--- config.mk ---
export PLATFORM = sky130hd
export DESIGN_NAME = mpio_top
export DESIGN_NICKNAME = d
export VERILOG_FILES = /design/src/core/mpio_pkg.sv /design/src/core/mpio_top.sv
export VERILOG_INCLUDE_DIRS = /design/src /design/src/core
export SDC_FILE = /design/constraint.sdc
export NUM_CORES = 1
export LEC_CHECK = 0
export BUFFER_PORTS_ARGS = -buffer_cell sky130_fd_sc_hd__buf_2
export CORE_MARGIN = 2
export CORE_UTILIZATION = 30
export CTS_CLUSTER_DIAMETER = 120
export DETAILED_ROUTE_END_ITERATION = 7
export GPL_ROUTABILITY_DRIVEN = 0
export PLACE_DENSITY = 0.5
export SYNTH_ARGS = -nofsm -noshare
export SYNTH_HDL_FRONTEND = slang
export SYNTH_SLANG_ARGS = --single-unit
--- constraint.sdc ---
create_clock -name clk -period 1.6 [get_ports clk]
set_input_delay 0.08 -clock clk [delete_from_list [all_inputs] [get_ports clk]]
set_output_delay 0.08 -clock clk [all_outputs]
set_load 0.05 [all_outputs]
--- src/core/mpio_map.svh ---
`ifndef MPIO_MAP_SVH
`define MPIO_MAP_SVH
// Register indices on the plain register port
`define MPIO_ADDR_W 4
`define MPIO_L_DATA 4'h0
`define MPIO_L_CONF 4'h1
`define MPIO_L_PINS 4'h2
`define MPIO_G_DATA 4'h4
`define MPIO_G_CONF 4'h5
`define MPIO_G_PINS 4'h6
`define MPIO_C_DATA 4'h8
`define MPIO_C_CONF 4'h9
`define MPIO_C_PINS 4'ha
`define MPIO_I_PINS 4'hb
`define MPIO_D_DATA 4'hc
`define MPIO_MODE_CTRL 4'hd
// Field positions in port G registers
`define MPIO_G_HALT_BIT 7
`define MPIO_G_IDLE_BIT 6
`define MPIO_G_DLY_BIT 7
`define MPIO_G_PHASE_BIT 6
`define MPIO_G_FAULT_BIT 1
// Bits of port G that are general I/O: G0, G2..G5
`define MPIO_G_GPIO_MASK 8'h3d
// Reset values
`define MPIO_PORT_RST 8'h00
`define MPIO_D_RST 8'hff
`endif

--- src/core/mpio_pkg.sv ---
package mpio_pkg;
  typedef enum logic [1:0] {
    MPIO_RUN = 2'b00,
    MPIO_HALT = 2'b01,
    MPIO_IDLE = 2'b10
  } mpio_power_t;
endpackage

--- src/core/mpio_top.sv ---
`timescale 1ns/1ns
`include "mpio_map.svh"
// Overview of operation
// - Config/data pair: 00 hi-Z, 01 pull-up input, 10 drive low, 11 drive high
// - Ports L, G, C each have 8-bit config and data registers, bitwise
// - Each bidirectional port has a read-only pin level location
// - Writing one to G data bit 7 requests HALT
// - Writing one to G data bit 6 with bit 7 zero requests IDLE
// - G config bit 6 selects alternate serial clock phase
// - G config bit 7 with R/C clock enables restart delay after HALT
// - G data reads return zero in bits 6 and 7
// - G0, G2-G5 general I/O; G6 input only; G1 fault output
// - R/C option: G7 is input, its rising edge leaves HALT
// - Crystal option: G7 drives the oscillator clock output
// - All L pins feed wake-up; L4/L5 timer 2, L6/L7 timer 3
// - Port D forced all ones while reset is low
// - Port I is an eight-bit input-only port
// - G alternates: G6 SI, G5 clock, G4 SO, G3/G2 timer 1, G0 interrupt
// - Reset clears L, G, C registers, all their pins hi-Z, G1 included
module mpio_top (
  input wire logic clk,
  input wire logic resetn,
  input wire logic [3:0] reg_addr,
  input wire logic [7:0] reg_wdata,
  input wire logic reg_wr,
  input wire logic reg_rd,
  output logic [7:0] reg_rdata,
  input wire logic [7:0] port_l_in,
  output logic [7:0] port_l_out,
  output logic [7:0] port_l_oe,
  output logic [7:0] port_l_pullup,
  input wire logic [7:0] port_g_in,
  output logic [7:0] port_g_out,
  output logic [7:0] port_g_oe,
  output logic [7:0] port_g_pullup,
  input wire logic [7:0] port_c_in,
  output logic [7:0] port_c_out,
  output logic [7:0] port_c_oe,
  output logic [7:0] port_c_pullup,
  input wire logic [7:0] port_i_in,
  output logic [7:0] port_d_out,
  input wire logic rc_osc_option,
  input wire logic osc_clock_in,
  input wire logic fault_monitor_n,
  input wire logic serial_data_out,
  input wire logic serial_clock_out,
  input wire logic serial_clock_drive,
  input wire logic timer1_out,
  input wire logic timer1_drive,
  input wire logic restart_done,
  output logic halt_mode,
  output logic idle_mode,
  output logic restart_delay_enable,
  output logic serial_clock_phase_select,
  output logic [7:0] multi_input_wakeup,
  output logic timer2_input_a,
  output logic timer2_input_b,
  output logic timer3_input_a,
  output logic timer3_input_b,
  output logic timer1_capture_b,
  output logic timer1_io_a,
  output logic external_interrupt_input,
  output logic serial_data_in,
  output logic serial_shift_clock,
  output logic halt_wake
);

  logic [7:0] l_conf;
  logic [7:0] l_data;
  logic [7:0] g_conf;
  logic [7:0] g_data;
  logic [7:0] c_conf;
  logic [7:0] c_data;
  logic [7:0] d_data;
  logic [7:0] l_s1, l_s2, g_s1, g_s2, c_s1, c_s2, i_s1, i_s2;
  logic g7_prev;
  logic g7_rise;
  mpio_pkg::mpio_power_t power;
  logic [7:0] next_g_out;
  logic [7:0] next_g_oe;
  logic [7:0] next_g_pu;

  // Two flops before anything reads the pins
  always_ff @(posedge clk or negedge resetn)
  begin
    if (!resetn)
    begin
      l_s1 <= 8'h00;
      l_s2 <= 8'h00;
      g_s1 <= 8'h00;
      g_s2 <= 8'h00;
      c_s1 <= 8'h00;
      c_s2 <= 8'h00;
      i_s1 <= 8'h00;
      i_s2 <= 8'h00;
    end
    else
    begin
      l_s1 <= port_l_in;
      l_s2 <= l_s1;
      g_s1 <= port_g_in;
      g_s2 <= g_s1;
      c_s1 <= port_c_in;
      c_s2 <= c_s1;
      i_s1 <= port_i_in;
      i_s2 <= i_s1;
    end
  end

  // Register writes; bidirectional ports clear on reset
  always_ff @(posedge clk or negedge resetn)
  begin
    if (!resetn)
    begin
      l_conf <= `MPIO_PORT_RST;
      l_data <= `MPIO_PORT_RST;
      g_conf <= `MPIO_PORT_RST;
      g_data <= `MPIO_PORT_RST;
      c_conf <= `MPIO_PORT_RST;
      c_data <= `MPIO_PORT_RST;
      d_data <= `MPIO_D_RST;
    end
    else if (reg_wr)
    begin
      case (reg_addr)
        `MPIO_L_DATA: l_data <= reg_wdata;
        `MPIO_L_CONF: l_conf <= reg_wdata;
        `MPIO_G_DATA: g_data <= reg_wdata;
        `MPIO_G_CONF: g_conf <= reg_wdata;
        `MPIO_C_DATA: c_data <= reg_wdata;
        `MPIO_C_CONF: c_conf <= reg_wdata;
        `MPIO_D_DATA: d_data <= reg_wdata;
        default: ;
      endcase
    end
  end

  // HALT/IDLE state; G data bits 7/6 are write-to-request
  always_ff @(posedge clk or negedge resetn)
  begin
    if (!resetn)
    begin
      power <= mpio_pkg::MPIO_RUN;
      g7_prev <= 1'b0;
    end
    else
    begin
      g7_prev <= g_s2[7];
      if (reg_wr && reg_addr == `MPIO_G_DATA &&
          reg_wdata[`MPIO_G_HALT_BIT])
        power <= mpio_pkg::MPIO_HALT;
      else if (reg_wr && reg_addr == `MPIO_G_DATA &&
               reg_wdata[`MPIO_G_IDLE_BIT])
        power <= mpio_pkg::MPIO_IDLE;
      else
      begin
        case (power)
          mpio_pkg::MPIO_HALT:
            if (g7_rise || restart_done)
              power <= mpio_pkg::MPIO_RUN;
          mpio_pkg::MPIO_IDLE:
            if (restart_done)
              power <= mpio_pkg::MPIO_RUN;
          mpio_pkg::MPIO_RUN: ;
          default: power <= mpio_pkg::MPIO_RUN;
        endcase
      end
    end
  end

  assign g7_rise = rc_osc_option && g_s2[7] && !g7_prev;

  // Port G pin drive: general bits follow config/data, driven G4 always carries SO, driven G3/G5 can be taken by alternates, others dedicated
  always_comb
  begin
    next_g_out = g_data & `MPIO_G_GPIO_MASK;
    next_g_oe = g_conf & `MPIO_G_GPIO_MASK;
    next_g_pu = ~g_conf & g_data & `MPIO_G_GPIO_MASK;
    if (serial_clock_drive && g_conf[5])
      next_g_out[5] = serial_clock_out;
    if (g_conf[4])
      next_g_out[4] = serial_data_out;
    if (timer1_drive && g_conf[3])
      next_g_out[3] = timer1_out;
    // Fault pin is open drain: drives low only on fault
    next_g_out[`MPIO_G_FAULT_BIT] = 1'b0;
    next_g_oe[`MPIO_G_FAULT_BIT] = !fault_monitor_n;
    next_g_out[7] = osc_clock_in;
    next_g_oe[7] = !rc_osc_option;
  end

  // Pin drive registers; outputs come straight from flops
  always_ff @(posedge clk or negedge resetn)
  begin
    if (!resetn)
    begin
      port_l_out <= 8'h00;
      port_l_oe <= 8'h00;
      port_l_pullup <= 8'h00;
      port_c_out <= 8'h00;
      port_c_oe <= 8'h00;
      port_c_pullup <= 8'h00;
      port_g_out <= 8'h00;
      port_g_oe <= 8'h00;
      port_g_pullup <= 8'h00;
      port_d_out <= `MPIO_D_RST;
    end
    else
    begin
      port_l_out <= l_data;
      port_l_oe <= l_conf;
      port_l_pullup <= ~l_conf & l_data;
      port_c_out <= c_data;
      port_c_oe <= c_conf;
      port_c_pullup <= ~c_conf & c_data;
      port_g_out <= next_g_out;
      port_g_oe <= next_g_oe;
      port_g_pullup <= next_g_pu;
      port_d_out <= d_data;
    end
  end

  // Mode flags, G config outputs and side functions fed from synchronised pins
  always_ff @(posedge clk or negedge resetn)
  begin
    if (!resetn)
    begin
      halt_mode <= 1'b0;
      idle_mode <= 1'b0;
      restart_delay_enable <= 1'b0;
      serial_clock_phase_select <= 1'b0;
      multi_input_wakeup <= 8'h00;
      timer2_input_a <= 1'b0;
      timer2_input_b <= 1'b0;
      timer3_input_a <= 1'b0;
      timer3_input_b <= 1'b0;
      timer1_capture_b <= 1'b0;
      timer1_io_a <= 1'b0;
      external_interrupt_input <= 1'b0;
      serial_data_in <= 1'b0;
      serial_shift_clock <= 1'b0;
      halt_wake <= 1'b0;
    end
    else
    begin
      halt_mode <= power == mpio_pkg::MPIO_HALT;
      idle_mode <= power == mpio_pkg::MPIO_IDLE;
      restart_delay_enable <= g_conf[`MPIO_G_DLY_BIT] &&
                              rc_osc_option;
      serial_clock_phase_select <= g_conf[`MPIO_G_PHASE_BIT];
      multi_input_wakeup <= l_s2;
      timer2_input_a <= l_s2[4];
      timer2_input_b <= l_s2[5];
      timer3_input_a <= l_s2[6];
      timer3_input_b <= l_s2[7];
      serial_data_in <= g_s2[6];
      serial_shift_clock <= g_s2[5];
      timer1_io_a <= g_s2[3];
      timer1_capture_b <= g_s2[2];
      external_interrupt_input <= g_s2[0];
      halt_wake <= g7_rise && power == mpio_pkg::MPIO_HALT;
    end
  end

  // Read port: data one cycle after the read strobe
  always_ff @(posedge clk or negedge resetn)
  begin
    if (!resetn)
      reg_rdata <= 8'h00;
    else if (reg_rd)
    begin
      case (reg_addr)
        `MPIO_L_DATA: reg_rdata <= l_data;
        `MPIO_L_CONF: reg_rdata <= l_conf;
        `MPIO_L_PINS: reg_rdata <= l_s2;
        `MPIO_G_DATA: reg_rdata <= {2'b00, g_data[5:0]};
        `MPIO_G_CONF: reg_rdata <= g_conf;
        `MPIO_G_PINS: reg_rdata <= g_s2;
        `MPIO_C_DATA: reg_rdata <= c_data;
        `MPIO_C_CONF: reg_rdata <= c_conf;
        `MPIO_C_PINS: reg_rdata <= c_s2;
        `MPIO_I_PINS: reg_rdata <= i_s2;
        `MPIO_D_DATA: reg_rdata <= d_data;
        `MPIO_MODE_CTRL: reg_rdata <= {6'h00, idle_mode, halt_mode};
        default: reg_rdata <= 8'h00;
      endcase
    end
    else
      reg_rdata <= 8'h00;
  end

  chk_g_read_zero: assert property (@(posedge clk)
    disable iff (!resetn)
    reg_rd && reg_addr == `MPIO_G_DATA |=> reg_rdata[7:6] == 2'b00)
    else $error("G data bits 7:6 not zero on read");

  chk_halt_entry: assert property (@(posedge clk)
    disable iff (!resetn)
    reg_wr && reg_addr == `MPIO_G_DATA && reg_wdata[7]
    |=> ##1 halt_mode)
    else $error("HALT not entered");

  chk_idle_entry: assert property (@(posedge clk)
    disable iff (!resetn)
    reg_wr && reg_addr == `MPIO_G_DATA && reg_wdata[7:6] == 2'b01
    |=> ##1 idle_mode)
    else $error("IDLE not entered");

  chk_phase_sel: assert property (@(posedge clk)
    disable iff (!resetn)
    reg_wr && reg_addr == `MPIO_G_CONF
    |=> ##1 serial_clock_phase_select == $past(reg_wdata[6], 2))
    else $error("Serial phase select wrong");

  chk_drive_map: assert property (@(posedge clk)
    disable iff (!resetn)
    port_c_oe == $past(c_conf) && port_c_out == $past(c_data))
    else $error("Port C drive does not follow config/data");

  chk_pin_sync: assert property (@(posedge clk)
    disable iff (!resetn)
    reg_rd && reg_addr == `MPIO_I_PINS
    |=> reg_rdata == $past(port_i_in, 3))
    else $error("Port I read not two-flop synchronised");

  chk_g6_input: assert property (@(posedge clk)
    disable iff (!resetn)
    !port_g_oe[6] && !port_g_pullup[6])
    else $error("G6 driven");

  chk_osc_pin: assert property (@(posedge clk)
    disable iff (!resetn)
    port_g_oe[7] == !$past(rc_osc_option))
    else $error("G7 drive disagrees with oscillator option");

  chk_wake_map: assert property (@(posedge clk)
    disable iff (!resetn)
    ##1 multi_input_wakeup == $past(l_s2)
    && timer3_input_b == $past(l_s2[7]))
    else $error("Port L wake-up routing wrong");

  chk_delay_en: assert property (@(posedge clk)
    disable iff (!resetn)
    restart_delay_enable == $past(g_conf[7] && rc_osc_option))
    else $error("Restart delay enable wrong");

  // Pin reads see the pins three edges back: two sync flops, one read flop
  chk_l_pin_read: assert property (@(posedge clk)
    disable iff (!resetn)
    reg_rd && reg_addr == `MPIO_L_PINS
    |=> reg_rdata == $past(port_l_in, 3))
    else $error("Port L pin read wrong");

  chk_c_pin_read: assert property (@(posedge clk)
    disable iff (!resetn)
    reg_rd && reg_addr == `MPIO_C_PINS
    |=> reg_rdata == $past(port_c_in, 3))
    else $error("Port C pin read wrong");

  chk_alt_inputs: assert property (@(posedge clk)
    disable iff (!resetn)
    serial_shift_clock == $past(g_s2[5]) && timer1_io_a == $past(g_s2[3])
    && timer1_capture_b == $past(g_s2[2])
    && external_interrupt_input == $past(g_s2[0]))
    else $error("Port G alternate inputs misrouted");

  chk_l_drive: assert property (@(posedge clk)
    disable iff (!resetn)
    port_l_oe == $past(l_conf) && port_l_pullup == $past(~l_conf & l_data))
    else $error("Port L drive does not follow config/data");

  chk_fault_pin: assert property (@(posedge clk)
    disable iff (!resetn)
    port_g_oe[1] == !$past(fault_monitor_n) && !port_g_out[1])
    else $error("Fault pin drive wrong");

  chk_halt_wake: assert property (@(posedge clk)
    disable iff (!resetn)
    g7_rise && power == mpio_pkg::MPIO_HALT && !reg_wr
    |=> halt_wake && power == mpio_pkg::MPIO_RUN)
    else $error("G7 rise did not leave HALT");

endmodule // mpio_top

* Word-level counts from Yosys, hierarchy flattened
Index checks and enable logic that the tools add are counted.
Operators by class: muxes and demuxes 10, reduce and logical (&&, ||, !) cells 23, bitwise operators 6, eq/ne operators 16
Operator list (count):
- $pmux 8 s12 | 1
- $eq 4x4->1 const B | 6
- $and 8x8->8 | 2
- $not 8->8 | 2
- $reduce_and 2->1 | 7
- $eq 4x3->1 const B | 3
- $logic_and 1x1->1 | 9
- $mux 2 | 4
- $mux 8 | 1
- $ne 4x4->1 const B | 2
- $and 6x6->6 | 1
- $not 6->6 | 1
- $pmux 2 s3 | 1
- $eq 4x1->1 const B | 1
- $eq 4x2->1 const B | 1
- $logic_not 4->1 | 1
- $logic_not 1->1 | 3
- $mux 1 | 3
- $ne 3x3->1 const B | 1
- $reduce_and 3->1 | 1
- $eq 2x1->1 const B | 1
- $eq 2x2->1 const B | 1
- $logic_not 2->1 | 1
- $logic_or 1x1->1 | 1
Word-level totals: register bits 225, input port bits 57, output and inout port bits 110, word-level logic and storage cells 98

* Longest topological paths before layout
Gate-level depths: netlist of the first run.
depth after elaboration 7, mapped depth 7, depth with buffers taken out 4

* Least setup slack after synthesis of the first run
Ideal clock, no wire load.
path type reg2reg, start point register halt_mode, end point register reg_rdata[0], arrival time 1.516 ns, data required time 1.467 ns, setup time 0.133 ns, slack -0.049 ns, cell stages (with the launch flop) 5, period minus slack after synthesis 1.649 ns, cell sequence dfrtp_1 > mux4_2 > a221oi_2 > a311o_1 > o31ai_1
On the way: longest elaborated chain between the ends 2
RTL lines:
- start: declaration | line mpio_top.sv:51 | output logic halt_mode,
- start signal: assignment | line mpio_top.sv:246 | halt_mode <= power == mpio_pkg::MPIO_HALT;
- $pmux 8 s12 | line mpio_top.sv:272 | case (reg_addr)
- $mux 8 | line mpio_top.sv:270 | else if (reg_rd)
- end signal: assignment | line mpio_top.sv:273 | `MPIO_L_DATA: reg_rdata <= l_data;
- end signal: assignment | line mpio_top.sv:274 | `MPIO_L_CONF: reg_rdata <= l_conf;
- end signal: assignment | line mpio_top.sv:275 | `MPIO_L_PINS: reg_rdata <= l_s2;
- end: declaration | line mpio_top.sv:27 | output logic [7:0] reg_rdata,
No other way between the ends. A chain may end at the register's enable or synchronous reset.

* Worst setup path after layout of the first run
start point register g_conf[3], end point register port_g_out[3]
On the way: longest elaborated chain between the ends 2
RTL lines:
- start: declaration | line mpio_top.sv:70 | logic [7:0] g_conf;
- start signal: assignment | line mpio_top.sv:117 | g_conf <= `MPIO_PORT_RST;
- start signal: assignment | line mpio_top.sv:129 | `MPIO_G_CONF: g_conf <= reg_wdata;
- $logic_and 1x1->1 | line mpio_top.sv:183 | if (timer1_drive && g_conf[3])
- $mux 1 | line mpio_top.sv:183
- via next_g_out[3] | line mpio_top.sv:79 | logic [7:0] next_g_out;
- end signal: assignment | line mpio_top.sv:216 | port_g_out <= next_g_out;
- end: declaration | line mpio_top.sv:33 | output logic [7:0] port_g_out,
The timed path passes the listed nets, and every way through them passes these cells.

==> results of run 1 <==
[placed cells by master (no fill, tap or decap), types with 8 or more instances in the layout]
master,n
a21oi_1,9
buf_2,159
buf_4,26
clkbuf_16,23
dfrtp_1,204
dfstp_2,16
dlygate4sd3_1,52
inv_1,8
mux2_2,63
mux2i_1,19
nor2b_1,27
[metrics by stage]
step                setup slack (ns)  utilization [%]  hold slack, ns  cell area (um2)
floorplan                     0.0280                -          -0.216             7580
global placement              0.0348             35.7        -0.00558             8910
detailed placement            0.0561             35.7        -0.00446             8910
CTS                           0.0538             40.8          0.0492            10200
global route                  0.0134             40.8          0.0608            10200
finish                        0.0653             40.8          0.0514            10200
[routing by layer]
layer	global-route usage [%]	vias to the layer above	part of all wire (%)
met5	0	-	0
met3	2.72	41	6.2
met2	21.7	174	46
met4	5.19	0	3.2
li1	-	2116	-
met1	20.2	2316	45
[repair_timing]
action / in CTS / in global routing
setup buffers: 0 / 0
hold buffers: 52 / 0
hold endpoints to repair: 307 / 0
[area by class of cell]
| class | instances | area (um2) |
|---|---|---|
| Clock buffer | 31 | 666 |
| Timing Repair Buffer | 243 | 1630 |
| Multi-Input combinational cell | 219 | 1800 |
| Inverter | 9 | 33.8 |
| Clock inverter | 10 | 90.1 |
| Tap cell | 330 | 413 |
| Sequential cell | 221 | 5550 |
| Fill cell | 2349 | 14800 |
[kinds of logic (layout without fill, tap and decap cells)]
family	after synthesis	in the layout	share of synthesized area [%]
other	1	6	0.0496
buffers and inverters	38	293	3.01
AND/OR/NAND/NOR	75	75	5.89
AO/OA/AOI/OAI	55	55	5.48
flip-flops	221	221	73.4
multiplexers	83	83	12.2
[power by group through the flow]
stage	logic [W]	clock network, W	registers [W]
after floorplan	0.000769	0	0.00866
after global placement	0.00337	0	0.00715
after detailed placement	0.00340	0	0.00716
after CTS	0.00352	0.00538	0.00707
after global routing	0.00367	0.00564	0.00716
final	0.00349	0.00524	0.00704
[worst max-delay path: stages (launching register included)]
cell and delay, ns:
dfrtp_1 0.43, nand2_1 0.10, mux2_2 0.32, dlygate4sd3_1 0.56
[how the worst min path moves through the flow]
stage / end / slack (ns) / cells past startpoint
floorplan: c_conf[0]$_DFFE_PN0P_ / -0.22 / 0
CTS: port_g_out[4]$_DFF_PN0_ / 0.05 / 2
global route: port_g_out[4]$_DFF_PN0_ / 0.06 / 2
detailed placement: port_g_out[4]$_DFF_PN0_ / -0.004 / 1
finish: port_c_oe[4]$_DFF_PN0_ / 0.05 / 2
global placement: port_g_pullup[4]$_DFF_PN0_ / -0.006 / 1
==> flow_metrics.env, run 1 <==
export IMPL_clockPowerShare_pct=33.2
export IMPL_p_sw_share_pct=32.6
export IMPL_ys_seq_area_share_pct=73.4
export IMPL_tritoncts="yes"
export IMPL_timing_final_crit_share_pct=95.9
export IMPL_die_h_um=163
export IMPL_place_inst=970
export IMPL_finalHoldViolCount=0
export IMPL_nets=774
export IMPL_r2r_slack_ns=0.07
export IMPL_area_growth_pct=34.7
export IMPL_yosysMostFrequentCell="dfrtp_1"
export IMPL_synth_async_sr_flop_share_pct=100
export IMPL_synth_warnings=0
export IMPL_timing_rr_start="g_conf[3]$_DFFE_PN0P_"
export IMPL_wl_per_cell_um=17.5
export IMPL_final_setup_viol_count=0
export IMPL_antenna_found_initial=0
export IMPL_dp_hpwl_mm=13.2
export IMPL_setup_worst_path_end_class="flop"
export IMPL_finClkSkew_ns=0.0175
export IMPL_io_pins=167
export IMPL_max_cap_violations=0
export IMPL_internal_power_w=0.0106
export IMPL_clock_sinks=221
export IMPL_critPathArrivalTime_ns=1.93
export IMPL_drt_initial_drc_count=228
export IMPL_synthTopCellsByArea="dfrtp_1, mux2_2, dfstp_2"
export IMPL_grt_use_total_pct=14.2
export IMPL_grt_overflow_total=0
export IMPL_drtAntennaViolNets=0
export IMPL_drt_total_wl_mm=18.7
export IMPL_yosys_area_top_type_share_pct=67.8
export IMPL_yosysTopAreaCell="dfrtp_1"
export IMPL_r2r_end="port_g_out[3]$_DFF_PN0_"
export IMPL_combPwrFrac_pct=22.1
export IMPL_die_w_um=163
export IMPL_cp_required_ns=1.99
export IMPL_synth_avg_cell_area_um2=16.0
export IMPL_grt_max_degree=74
export IMPL_clock_fmax_mhz=652
export IMPL_grt_pass1_vias=4957
export IMPL_synthTopCellsByCount="dfrtp_1, mux2_2, nor2b_1"
export IMPL_num_vias=4647
export IMPL_power_w=0.0158
export IMPL_final_cell_count_no_fill=1063
export IMPL_synth_flop_cell="dfrtp_1"
export IMPL_endpoint="port_g_out[3]$_DFF_PN0_"
export IMPL_drive_gt1_share_pct=43.4
export IMPL_core_area_um2=25000
export IMPL_dr_pass1_iters=4
export IMPL_worstSetupStartpoint="g_conf[3]$_DFFE_PN0P_"
export IMPL_clkTransAtPathRegs_ns=0.06
export IMPL_power_switching_w=0.00515
export IMPL_post_cts_resized=0
export IMPL_synth_edf_count=0
export IMPL_ir_worst_vdd_uv=751
export IMPL_rows=58
export IMPL_netlist_area_um2=7560
export IMPL_cp_max_fo=5
export IMPL_antenna_cells=0
export IMPL_h_tree_depth=1
export IMPL_drc=0
export IMPL_leakage_nw=4.86
export IMPL_cts_buffer_depth=3
export IMPL_synth_cells=473
export IMPL_setup_tns_final_ns=0
export IMPL_start_util_pct=30.3
export IMPL_status="finished clean"
export IMPL_path_class="reg2reg"
export IMPL_die_area_um2=26500
export IMPL_p_per_area_nw_per_um2=1550
export IMPL_grt_pass1_wl_mm=28.8
export IMPL_min_period_ns=1.53
export IMPL_grt_setup_unrepaired="false"
export IMPL_clk_latency_ns=0.51
export IMPL_vias_per_cell=4.37
export IMPL_cts_buffers_inserted=23
export IMPL_reg2reg_depth=3
export IMPL_cts_root_buf="clkbuf_16"
export IMPL_synth_cell_types=53
export IMPL_seqPwrFrac_pct=44.6
export IMPL_io_buffers=160
export IMPL_finalMaxSlewViolations=0
export IMPL_hp_class="in2async"
export IMPL_critPathLaunchType="flop"
export IMPL_ys_seq_elements=221
Note: power is estimated with default switching activity, not from simulation.
==> run 2, diff against run 1 <==
Settings changed: CTS_CLUSTER_SIZE from default to 16, PLACE_DENSITY 0.5 to 0.54.
==> flow_metrics.env, run 2 (synthesis results as in run 1) <==
export IMPL_status="finished clean"
export IMPL_die_h_um=163
export IMPL_antenna_found_initial=1
export IMPL_grt_setup_unrepaired="false"
export IMPL_vias_per_cell=4.51
export IMPL_cp_max_fo=5
export IMPL_mostFrequentLayoutCells="dfrtp_1, buf_2, mux2_2"
export IMPL_dr_pass1_iters=6
export IMPL_cts_buffers_inserted=17
export IMPL_tritoncts="yes"
export IMPL_rows=58
export IMPL_ir_worst_vdd_uv=752
export IMPL_die_area_um2=26500
export IMPL_drc=0
export IMPL_leakage_nw=4.72
export IMPL_area_growth_pct=31.0
export IMPL_drive_gt1_share_pct=41.8
export IMPL_final_area_um2=9910
export IMPL_dp_hpwl_mm=13.7
export IMPL_setup_worst_path_end_class="flop"
export IMPL_clkTransAtPathRegs_ns=0.08
export IMPL_post_route_util_pct=39.7
export IMPL_p_per_area_nw_per_um2=1450
export IMPL_clk_latency_ns=0.48
export IMPL_grt_use_total_pct=14.5
export IMPL_drtAntennaViolNets=0
export IMPL_finalMaxSlewViolations=0
export IMPL_layout_commonest_cell="dfrtp_1"
export IMPL_finClkSkew_ns=0.0134
export IMPL_start_util_pct=30.3
export IMPL_critPathLaunchType="flop"
export IMPL_drt_initial_drc_count=182
export IMPL_drt_total_wl_mm=19.2
export IMPL_clock_sinks=221
export IMPL_place_area_um2=8930
export IMPL_max_cap_violations=0
export IMPL_io_buffers=160
export IMPL_setup_tns_final_ns=0
export IMPL_io_pins=167
export IMPL_cp_required_ns=1.95
export IMPL_path_class="reg2reg"
export IMPL_hp_class="in2reg"
export IMPL_grt_pass1_vias=5017
export IMPL_final_setup_viol_count=0
export IMPL_clock_fmax_mhz=649
export IMPL_timing_final_crit_share_pct=96.3
export IMPL_grt_max_degree=61
export IMPL_nets=770
export IMPL_grt_pass1_wl_mm=29.5
export IMPL_critPathArrivalTime_ns=1.89
export IMPL_min_period_ns=1.54
export IMPL_finalHoldViolCount=0
export IMPL_num_vias=4749
export IMPL_cts_root_buf="clkbuf_16"
export IMPL_grt_overflow_total=0
export IMPL_core_area_um2=25000
export IMPL_wl_per_cell_um=18.2
export IMPL_h_tree_depth=1
export IMPL_cts_buffer_depth=3
export IMPL_final_cell_count_no_fill=1053
export IMPL_place_inst=973
export IMPL_die_w_um=163
[run 2: path summary, 6_finish.rpt]
check                                            from  slack, ns  cells past startpoint                         endpoint
worst min-delay path                           reg_rd       0.03                      3           reg_rdata[0]$_DFF_PN0_
max in group asynchronous                      resetn       0.77                      3            d_data[3]$_DFFE_PN1P_
worst max register to register  g_conf[5]$_DFFE_PN0P_       0.06                      3          port_g_out[5]$_DFF_PN0_
min in group asynchronous                      resetn       0.10                      2  multi_input_wakeup[4]$_DFF_PN0_
worst max-delay path            g_conf[5]$_DFFE_PN0P_       0.06                      3          port_g_out[5]$_DFF_PN0_
worst min register to register      l_s1[1]$_DFF_PN0_       0.35                      0                l_s2[1]$_DFF_PN0_
[run 2: area by class of cell]
class | count | area [um2]
Inverter | 9 | 33.8
Tap cell | 330 | 413
Clock buffer | 27 | 463
Timing Repair Buffer | 245 | 1640
Antenna cell | 1 | 2.50
Multi-Input combinational cell | 219 | 1800
Clock inverter | 1 | 5.00
Sequential cell | 221 | 5550
Fill cell | 2378 | 15100
[run 2: metrics by stage]
| stage | hold slack [ns] | worst slack [ns] | total power [W] |
|---|---|---|---|
| final | 0.0330 | 0.0589 | 0.0144 |
| after CTS | 0.00796 | 0.0246 | 0.0146 |
| after detailed placement | 0.0323 | 0.0424 | 0.0106 |
| after floorplan | -0.216 | 0.0280 | 0.00943 |
| after global routing | 0.0163 | 0.0107 | 0.0151 |
| after global placement | 0.0293 | 0.0992 | 0.0105 |
[run 2: layer usage]
metal,routed length (um),part of all wire (%),track usage (%),vias up
met5,0,0,0,-
met4,572,3.0,4.22,0
met3,1140,6.0,2.75,40
met2,9130,48,23.6,206
met1,8360,44,19.9,2402
li1,-,-,-,2101
[run 2: worst max-delay path, cell delays in order, from the launching register on]
cell and delay [ns]:
dfrtp_1 0.44, nand2_1 0.10, mux2_2 0.32, dlygate4sd3_1 0.55
[run 2: report_power, final]
group,total [W],switching [W],internal [W]
logic,0.00349,0.00247,0.00102
clock network,0.00384,0.00185,0.00199
registers,0.00705,0.000536,0.00651
total,0.0144,0.00485,0.00952
[run 2: what timing repair did]
action	in CTS	in global routing
hold buffers	50	0
resized for setup	0	1
hold endpoints to repair	304	0
buffers inserted	0	1
setup endpoints to repair	0	2
==> run 3, diff against run 2 <==
Settings changed: GPL_TIMING_DRIVEN from default to 0.
==> flow_metrics.env, run 3 (synthesis results as in run 1) <==
export IMPL_status="finished clean"
export IMPL_io_buffers=159
export IMPL_holdPathEnd="reg_rdata[0]$_DFF_PN0_"
export IMPL_place_ws_ns=-0.198
export IMPL_timing_rr_start="c_conf[0]$_DFFE_PN0P_"
export IMPL_die_h_um=163
export IMPL_vias_per_cell=4.43
export IMPL_cp_required_ns=1.95
export IMPL_clock_sinks=221
export IMPL_hold_depth=4
export IMPL_num_fill_cells=2401
export IMPL_start_util_pct=30.3
export IMPL_drt_initial_drc_count=207
export IMPL_nets=769
export IMPL_dr_pass1_iters=4
export IMPL_leakage_nw=4.69
export IMPL_max_slew_worst_pin_slew_ns=0.786
export IMPL_clock_fmax_mhz=651
export IMPL_grt_overflow_total=0
export IMPL_r2r_slack_ns=0.06
export IMPL_max_cap_violations=0
export IMPL_cts_buffer_depth=3
export IMPL_grt_pass1_wl_mm=28.9
export IMPL_clk_latency_ns=0.48
export IMPL_timing_final_crit_share_pct=96.0
export IMPL_multi_input_area_um2=1800
export IMPL_drt_total_wl_mm=19.0
export IMPL_drc=0
export IMPL_critPathArrivalTime_ns=1.89
export IMPL_area_growth_pct=30.1
export IMPL_grt_pass1_vias=4854
export IMPL_final_area_um2=9840
export IMPL_finalMaxSlewViolations=0
export IMPL_io_pins=167
export IMPL_cts_buffers_inserted=17
export IMPL_grt_use_total_pct=14.4
export IMPL_place_area_um2=8830
export IMPL_antenna_cells=0
export IMPL_wl_per_cell_um=18.1
export IMPL_antenna_found_initial=0
export IMPL_drive_gt1_share_pct=41.0
export IMPL_core_area_um2=25000
export IMPL_p_per_area_nw_per_um2=1460
export IMPL_r2r_end="reg_rdata[0]$_DFF_PN0_"
export IMPL_final_setup_viol_count=0
export IMPL_clkTransAtPathRegs_ns=0.08
export IMPL_mostFrequentLayoutCells="dfrtp_1, buf_2, mux2_2"
export IMPL_h_tree_depth=1
export IMPL_slew_headroom_pct=47.6
export IMPL_die_area_um2=26500
export IMPL_drtAntennaViolNets=0
export IMPL_die_w_um=163
export IMPL_critPathLaunchType="flop"
export IMPL_dp_hpwl_mm=13.0
export IMPL_cts_root_buf="clkbuf_16"
export IMPL_path_class="reg2reg"
export IMPL_finClkSkew_ns=0.00836
export IMPL_hold_start="reg_addr[2]"
export IMPL_layout_commonest_cell="dfrtp_1"
export IMPL_setup_tns_final_ns=0
export IMPL_cp_max_fo=3
export IMPL_grt_setup_unrepaired="true"
export IMPL_setup_ws_ns=0.0647
export IMPL_reg2reg_depth=4
export IMPL_grt_max_degree=116
export IMPL_seqCellArea_um2=5550
export IMPL_rows=58
export IMPL_min_period_ns=1.54
export IMPL_tritoncts="yes"
export IMPL_hp_class="in2reg"
export IMPL_num_vias=4656
export IMPL_setup_worst_path_end_class="flop"
export IMPL_finalHoldViolCount=0
export IMPL_ir_worst_vdd_uv=820
[run 3: critical path, cell delays in order (launching register included)]
cell      delay, ns
dfrtp_1        0.41
mux4_2         0.50
a221oi_2       0.28
a311o_1        0.15
o31ai_1        0.07
[run 3: how the worst max path moves through the flow]
stage / startpoint / end / slack (ns) / cells past startpoint
after floorplan: halt_mode$_DFF_PN0_ / reg_rdata[0]$_DFF_PN0_ / 0.03 / 4
after global placement: resetn / halt_mode$_DFF_PN0_ / -3.44 / 1
after detailed placement: reg_addr[3] / g_conf[2]$_DFFE_PN0P_ / -0.20 / 6
after CTS: c_conf[0]$_DFFE_PN0P_ / reg_rdata[0]$_DFF_PN0_ / 0.008 / 4
after global routing: c_conf[0]$_DFFE_PN0P_ / reg_rdata[0]$_DFF_PN0_ / -0.006 / 4
final: c_conf[0]$_DFFE_PN0P_ / reg_rdata[0]$_DFF_PN0_ / 0.06 / 4
[run 3: through the flow]
stage	power, W	std cells	util, %	hold WS [ns]
detailed placement	0.0105	968	35.4	0.186
floorplan	0.00943	478	-	-0.216
finish	0.0144	1052	39.4	0.0897
global route	0.0151	1052	39.4	0.0988
CTS	0.0146	1048	39.3	0.0793
global placement	0.0104	967	35.2	0.188
[run 3: final cells by class]
class	count	area share [%]
flip-flops and latches	221	56.4
inverters	9	0.343
plain buffers	29	1.97
clock inverters	1	0.0509
clock buffers	28	4.74
repair buffers	215	14.0
well taps	330	4.20
multi-input cells	219	18.3
[run 3: metal layers]
metal / share of wire [%] / global-route usage (%) / vias to the layer above
met3: 6.4 / 3.16 / 33
met1: 44 / 19.7 / 2345
met4: 3.0 / 4.83 / 0
li1: - / - / 2105
met2: 47 / 22.9 / 173
met5: 0 / 0 / -
[run 3: timing repair]
item,CTS,global route
setup buffers,0,4
resized for setup,0,0
endpoints found under the hold margin,199,0
setup endpoints to repair,0,1
hold buffers,51,0
[run 3: power by group]
| group | total [W] | leakage [nW] | internal [W] | switching (W) |
|---|---|---|---|---|
| registers | 0.00701 | 2.66 | 0.00651 | 0.000499 |
| clock network | 0.00389 | 0.226 | 0.00200 | 0.00189 |
| logic | 0.00348 | 1.80 | 0.00101 | 0.00247 |
